$ cat src/rtl/pfs_pkg.sv
// Purpose: constants and types for the protection fault sequencer
// Assumes: 100 MHz clock, single clock domain
package pfs_pkg;
   localparam int CLK_MHZ       = 100;
   localparam int HICCUP_US     = 32000;
   localparam int SYSRST_NS     = 700000;
   localparam int OC_PERSIST_NS = 50000;
   localparam int UV_PERSIST_NS = 1000;
   localparam int OV_PERSIST_NS = 1000;
   localparam int HICCUP_CYC    = HICCUP_US * CLK_MHZ;
   localparam int SYSRST_CYC    = SYSRST_NS * CLK_MHZ / 1000;
   localparam int OC_CYC        = OC_PERSIST_NS * CLK_MHZ / 1000;
   localparam int UV_CYC        = UV_PERSIST_NS * CLK_MHZ / 1000;
   localparam int OV_CYC        = OV_PERSIST_NS * CLK_MHZ / 1000;
   localparam int SYNC_STAGES   = 3;

   typedef enum logic [2:0] {
      PFS_OFF,
      PFS_SYSRST,
      PFS_CAL,
      PFS_SOFTSTART,
      PFS_RUN,
      PFS_HICCUP,
      PFS_LATCHED,
      PFS_THERMAL
   } pfs_state_t;

   typedef struct packed {
      logic overcurrent_fault;
      logic undervoltage_fault;
      logic overvoltage_fault;
      logic thermal_trip;
   } pfs_faults_t;
endpackage

$ cat src/rtl/pfs_seq.sv
// Purpose: fault response and restart sequencer for a buck regulator
// Assumes: soft start and calibration completion arrive as same-clock levels
// Notes:   power good pin is open drain, driven low only
`timescale 1ns/1ps
module pfs_seq
#(
   parameter int HICCUP_CYCLES = pfs_pkg::HICCUP_CYC,
   parameter int SYSRST_CYCLES = pfs_pkg::SYSRST_CYC
) (
   input  wire logic                 clk,            // 100 MHz timebase
   input  wire logic                 rstn,           // async reset, active low
   input  wire logic                 bias_ok,        // bias supply valid (pin)
   input  wire logic                 enable_in,      // turn-on input (pin)
   input  wire logic                 hiccup_strap_n, // strap: high float = hiccup, low = latch-off
   input  wire pfs_pkg::pfs_faults_t faults,         // raw fault detections (pins)
   input  wire logic                 cooled,         // die below low thermal limit
   input  wire logic                 cal_done,       // auto-calibration finished
   input  wire logic                 ss_done,        // soft start finished
   output logic                      power_good_out, // power good pin level to pad
   output logic                      power_good_oe,  // open-drain pull-down enable
   output logic                      switches_on,    // power stage allowed to switch
   output logic                      ramp_start,     // start soft-start ramp
   output pfs_pkg::pfs_state_t       state           // sequencer state
);
   import pfs_pkg::*;

   initial if (HICCUP_CYCLES < 1 || SYSRST_CYCLES < 1) $error("pfs_seq: counts must be positive");

   logic bias_s, en_s, strap_s, cool_s;
   logic oc_q, uv_q, ov_q, tsd_q;
   logic [31:0] timer;
   pfs_state_t  next_state;

   wire supply_ok   = bias_s && en_s;
   wire in_prot     = (state == PFS_SOFTSTART) || (state == PFS_RUN);
   wire in_run      = state == PFS_RUN;
   wire tsd_hit     = tsd_q && supply_ok;
   wire prot_fault  = oc_q || uv_q || ov_q;
   wire hiccup_mode = strap_s;
   wire sysrst_done = timer >= 32'(SYSRST_CYCLES - 1);
   wire hiccup_done = timer >= 32'(HICCUP_CYCLES - 1);

   pfs_qual #(.CNT(1)) u_bias (.clk(clk), .rstn(rstn), .arm(1'b0), .raw(bias_ok),
                               .level(bias_s), .qualified());
   pfs_qual #(.CNT(1)) u_en (.clk(clk), .rstn(rstn), .arm(1'b0), .raw(enable_in),
                             .level(en_s), .qualified());
   pfs_qual #(.CNT(1)) u_strap (.clk(clk), .rstn(rstn), .arm(1'b0), .raw(hiccup_strap_n),
                                .level(strap_s), .qualified());
   pfs_qual #(.CNT(1)) u_cool (.clk(clk), .rstn(rstn), .arm(1'b0), .raw(cooled),
                               .level(cool_s), .qualified());
   pfs_qual #(.CNT(OC_CYC)) u_oc (.clk(clk), .rstn(rstn), .arm(in_prot),
                                  .raw(faults.overcurrent_fault), .level(), .qualified(oc_q));
   pfs_qual #(.CNT(UV_CYC)) u_uv (.clk(clk), .rstn(rstn), .arm(in_run),
                                  .raw(faults.undervoltage_fault), .level(), .qualified(uv_q));
   pfs_qual #(.CNT(OV_CYC)) u_ov (.clk(clk), .rstn(rstn), .arm(in_prot),
                                  .raw(faults.overvoltage_fault), .level(), .qualified(ov_q));
   pfs_qual #(.CNT(1)) u_tsd (.clk(clk), .rstn(rstn), .arm(1'b1), .raw(faults.thermal_trip),
                              .level(), .qualified(tsd_q));

   always_comb
   begin
      next_state = state;
      unique case (state)
         PFS_OFF:       if (supply_ok) next_state = PFS_SYSRST;
         PFS_SYSRST:    if (sysrst_done) next_state = PFS_CAL;
         PFS_CAL:       if (cal_done) next_state = PFS_SOFTSTART;
         PFS_SOFTSTART: if (ss_done) next_state = PFS_RUN;
         PFS_RUN:       ;
         PFS_HICCUP:    if (hiccup_done) next_state = PFS_SYSRST;
         PFS_LATCHED:   ;
         // wait for the trip to clear as well, so a lagging trip cannot re-enter at once
         PFS_THERMAL:   if (cool_s && !tsd_hit) next_state = PFS_SYSRST;
      endcase
      if (in_prot && prot_fault)
         next_state = hiccup_mode ? PFS_HICCUP : PFS_LATCHED;
      if (tsd_hit && state != PFS_THERMAL)
         next_state = PFS_THERMAL;
      if (!supply_ok)
         next_state = PFS_OFF;
   end

   always_ff @(posedge clk or negedge rstn)
   begin
      if (!rstn)
         state <= PFS_OFF;
      else
         state <= next_state;
   end

   // one shared interval counter, cleared on every state change
   always_ff @(posedge clk or negedge rstn)
   begin
      if (!rstn)
         timer <= 32'h0;
      else if (next_state != state)
         timer <= 32'h0;
      else if (timer != 32'hffffffff)
         timer <= timer + 32'h1;
   end

   always_ff @(posedge clk or negedge rstn)
   begin
      if (!rstn)
      begin
         power_good_out <= 1'b0;
         power_good_oe  <= 1'b1;
         switches_on    <= 1'b0;
         ramp_start     <= 1'b0;
      end
      else
      begin
         power_good_out <= 1'b0;
         power_good_oe  <= next_state != PFS_RUN;
         switches_on    <= next_state == PFS_SOFTSTART || next_state == PFS_RUN;
         ramp_start     <= next_state == PFS_SOFTSTART && state == PFS_CAL;
      end
   end
endmodule

$ cat src/rtl/pfs_qual.sv
// Purpose: three-stage pin synchroniser with persistence qualifier
// Assumes: raw input is asynchronous to clk
// Notes:   qualified output rises once the level held longer than count cycles
`timescale 1ns/1ps
module pfs_qual #(
   parameter int CNT = 100
) (
   input  wire logic clk,        // system clock
   input  wire logic rstn,       // async reset, active low
   input  wire logic arm,        // detection window open
   input  wire logic raw,        // asynchronous fault level
   output logic      level,      // synchronised level
   output logic      qualified   // fault persisted beyond CNT cycles
);
   initial if (CNT < 1) $error("pfs_qual: CNT must be at least 1");

   logic [2:0]             sync;
   logic [$clog2(CNT+1):0] cnt;
   logic                   agreed;

   // stage 0 is read only by stage 1
   always_ff @(posedge clk or negedge rstn)
   begin
      if (!rstn)
         sync <= 3'h0;
      else
         sync <= {sync[1:0], raw};
   end

   always_ff @(posedge clk or negedge rstn)
   begin
      if (!rstn)
         agreed <= 1'b0;
      else if (sync[1] == sync[2])
         agreed <= sync[2];
   end
   assign level = agreed;

   // counting strictly more than CNT cycles of continuous presence
   always_ff @(posedge clk or negedge rstn)
   begin
      if (!rstn)
         cnt <= '0;
      else if (!agreed || !arm)
         cnt <= '0;
      else if (cnt <= ($clog2(CNT+1)+1)'(CNT))
         cnt <= cnt + 1'b1;
   end
   assign qualified = cnt > ($clog2(CNT+1)+1)'(CNT);
endmodule

$ cat config.mk
export PLATFORM = sky130hd
export DESIGN_NAME = pfs_seq
export DESIGN_NICKNAME = d
export VERILOG_FILES = /design/src/rtl/pfs_pkg.sv /design/src/rtl/pfs_seq.sv /design/src/rtl/pfs_qual.sv
export SDC_FILE = /design/constraint.sdc
export NUM_CORES = 1
export LEC_CHECK = 0
export BUFFER_PORTS_ARGS = -buffer_cell sky130_fd_sc_hd__buf_2
export CORE_MARGIN = 2
export CORE_UTILIZATION = 60
export CTS_CLUSTER_SIZE = 14
export DETAILED_ROUTE_END_ITERATION = 7
export PLACE_DENSITY_LB_ADDON = 0.15
export SLEW_MARGIN = 10
export SYNTH_ARGS = -nofsm -noshare
export SYNTH_HDL_FRONTEND = slang
export SYNTH_SLANG_ARGS = --single-unit
$ cat constraint.sdc
create_clock -name clk -period 6.7 [get_ports clk]
set_clock_uncertainty 0.1 [all_clocks]
set_input_delay 1.005 -clock clk [delete_from_list [all_inputs] [get_ports clk]]
set_output_delay 1.005 -clock clk [all_outputs]
set_load 0.01 [all_outputs]
==> impl_metrics.tcl <==
set metrics [dict create \
    num_rows 33 \
    route.antenna.remaining_nets 0 \
    comb_power_share_pct 12.6 \
    power.leakage_nw 2.182 \
    cts_max_level 3 \
    synthArstFlopShare_pct 100.0 \
    drt-total-wl_um 9347 \
    status "finished clean" \
    synth-xor-area-share_pct 8.788 \
    worst_pin_slew_ns 1.017 \
    antenna_found_initial 0 \
    max_slew_margin_pct 32.14 \
    setup_violations 0 \
    synth_seq_cells 102 \
    clock_path_buffers 2 \
    placed_area_um2 5325 \
    final_cell_area_um2 5515 \
    hold_viol_final 0 \
    max_freq_mhz 284.3 \
    seq_power_share_pct 56.1 \
    power.density_nw_per_um2 218.2 \
    wl_per_cell_um 15.63 \
    grt_overflow_total 0 \
    dieWidth_um 96.94 \
    netlist_top_cells_area "dfrtp_1 (49%), nor4_2 (7.0%), xnor2_1 (4.4%)" \
    synth_cell_types 61 \
    grt_max_degree 61 \
    yosysWarnings 0 \
    synth_compound_area_share_pct 7.967 \
    crit_path_end_kind "register" \
    worst-path-buf-inv 1 \
    cts_buffers 9 \
    synth_top_family_by_area "simple AND/OR/NAND/NOR gates" \
    hold_slack_ns 0.2562 \
    power.internal_w 0.0008409 \
    drv_cap 0 \
    first_global_vias 3440 \
    arrival_ns 3.66 \
    yosysSeqAreaShare_pct 49.28 \
    coreArea_um2 8299 \
    cts_root_buffer "clkbuf_8" \
    setup_tns_ns 0 \
    critPathMaxStageDelay_ns 0.81 \
    drt_iter0_drc 189 \
    vias 3537 \
    required_ns 6.84 \
    crit_family "simple AND/OR/NAND/NOR gates" \
    rsz0062_at_grt "false" \
    clk_latency_ns 0.37 \
    port_buffers 17 \
    grt_pass1_wl_um 16280 \
    p_clk_share_pct 31.3 \
    drtPass1Iterations 4 \
    gp_congestion 0.8312 \
    drive_above_1_share_pct 16.43 \
    fin_crit_sh_pct 52.51 \
    ir_drop_v 0.0001745 \
    synth_edf_count 0 \
    nets 508 \
    post_cts_buffers 0 \
    clk_pin_slew_ns 0.10 \
    p_sw_share_pct 30.11 \
    cp_cell_sequence "inv_1, ha_1, nor2b_1, o21ai_1, a311oi_4, a21oi_1, o21ai_0, nand3_2, nor4_1" \
    stdcell_count 598 \
    netlist.area_leader.share_pct 48.77 \
    path_max_fanout 32 \
    synth_top_cell_by_area "dfrtp_1" \
    synth_mux_area_share_pct 0.1931 \
    dp_cells 582 \
    min_period_ns 3.518 \
    min_path_type "reg2reg" \
    netlist_area_um2 5182 \
    yosys.area_share.simple_pct 26.63 \
    crit_slowest_cell "nand3_2" \
    start_util_pct 62.45 \
    worstSetupPathType "reg2reg" \
    start_kind "register" \
    post_cts_resized 0 \
    die_h_um 96.94 \
    dp_hpwl_um 6118 \
    ctsHoldBuffers 0 \
    synthAdderAreaFrac_pct 3.477 \
    syn_area_per_cell_um2 10.91 \
    io_pins 19 \
    route.detailed.drc 0 \
    vias_per_cell 5.915 \
    slew_viol_final 0 \
    die_area_um2 9396 \
    cts_tree "done" \
    cts_sinks 102 \
    grtUsageTotal_pct 21.03 \
    synth_cells 475 \
    p_switching_w 0.0003623 \
    synth_fp_nets 495 \
    ys.flop_type "dfrtp_1" \
    utilization_pct 66.46 \
    diodes 0 \
    syn_to_final_growth_pct 6.422 \
]
per-layer routing:
| metal | vias up | routed length, um | part of all wire (%) | global-route usage (%) |
|---|---|---|---|---|
| met1 | 1749 | 4707 | 50 | 30.74 |
| met3 | 2 | 287 | 3.1 | 4.335 |
| met5 | - | 0 | 0 | 0 |
| met4 | 0 | 40 | 0.43 | 5.850 |
| met2 | 54 | 4311 | 46 | 32.21 |
| li1 | 1732 | - | - | - |
cells by family after synthesis:
kind of cell    count (synthesis)
simple gates                  218
flops                         102
xor+xnor                       52
compound gates                 50
buf+inv                        35
fa+ha+maj                      16
other cells                     1
mux                             1
layout by cell type (no fill, tap or decap), drive strengths merged, types with 9 or more instances in the layout:
cell type,count
and3,11
inv,21
nor4,43
xor2,26
nor3,13
dfrtp,101
clkbuf,9
buf,20
nand4,15
nor2,52
nand3,23
nand2,28
xnor2,26
path summary, 6_finish.rpt:
path / start / endpoint / slack [ns] / cells after the start
setup / recovery: u_oc.cnt[0] / timer[1] / 3.18 / 9
hold / removal: u_ov.sync[0] / u_ov.sync[1] / 0.26 / 0
setup reg to reg: u_oc.cnt[0] / timer[1] / 3.18 / 9
hold reg to reg: u_ov.sync[0] / u_ov.sync[1] / 0.26 / 0
max in group asynchronous: rstn / timer[12] / 4.87 / 2
min in group asynchronous: rstn / u_ov.cnt[3] / 0.51 / 1
flip-flops by register name, indices dropped and copies added, names as in the netlist, 8 cells and up:
| signal | count |
|---|---|
| timer | 32 |
| u_uv.cnt | 8 |
| u_oc.cnt | 14 |
| u_ov.cnt | 8 |
area by class of cell:
class | count | area, um^2
clock buffers | 9 | 123.9
clock inverters | 7 | 66.31
fillers | 641 | 2784
inverters | 17 | 63.81
multi-input cells | 338 | 2466
flip-flops and latches | 102 | 2554
well taps | 105 | 131.4
repair buffers | 20 | 110.1
Yosys cell counts, types with 3 or more instances:
master    number
nor4_4         3
nor2b_1        6
xor2_1        26
nor2_1        51
nand4b_1       3
maj3_1         8
ha_1           8
and3_1        11
nand2_1       28
o31ai_1        4
nor4_1        11
o21a_1         3
o211ai_1       3
nand4_1       15
xnor2_1       26
nand3_1       23
a31oi_1        4
buf_6          6
a21oi_1        8
nor3_1        13
o21ai_0        7
nor4_2        29
or3_1          3
and2_1         7
inv_1         17
clkbuf_1       7
dfrtp_1      101
power by group through the flow:
stage                     clock, W  sequential (W)  combinational, W
after floorplan                  0        0.000677          0.000124
after detailed placement         0        0.000687          0.000152
final                     0.000376        0.000676          0.000151
after global routing      0.000415        0.000680          0.000170
after CTS                 0.000387        0.000675          0.000153
after global placement           0        0.000686          0.000148
per-stage QoR:
stage	setup slack, ns	power (W)
global route	2.887	0.001265
global placement	3.397	0.0008347
finish	3.182	0.001203
detailed placement	3.233	0.0008387
floorplan	4.034	0.0008012
CTS	3.196	0.001215
worst reg2reg max path, cell delays in order, from the launching register on:
cell,delay (ns)
dfrtp_1,0.42
inv_1,0.09
ha_1,0.15
nor2b_1,0.13
o21ai_1,0.10
a311oi_4,0.63
a21oi_1,0.20
o21ai_0,0.24
nand3_2,0.81
nor4_1,0.53
Power figures use the tool's default switching activity.
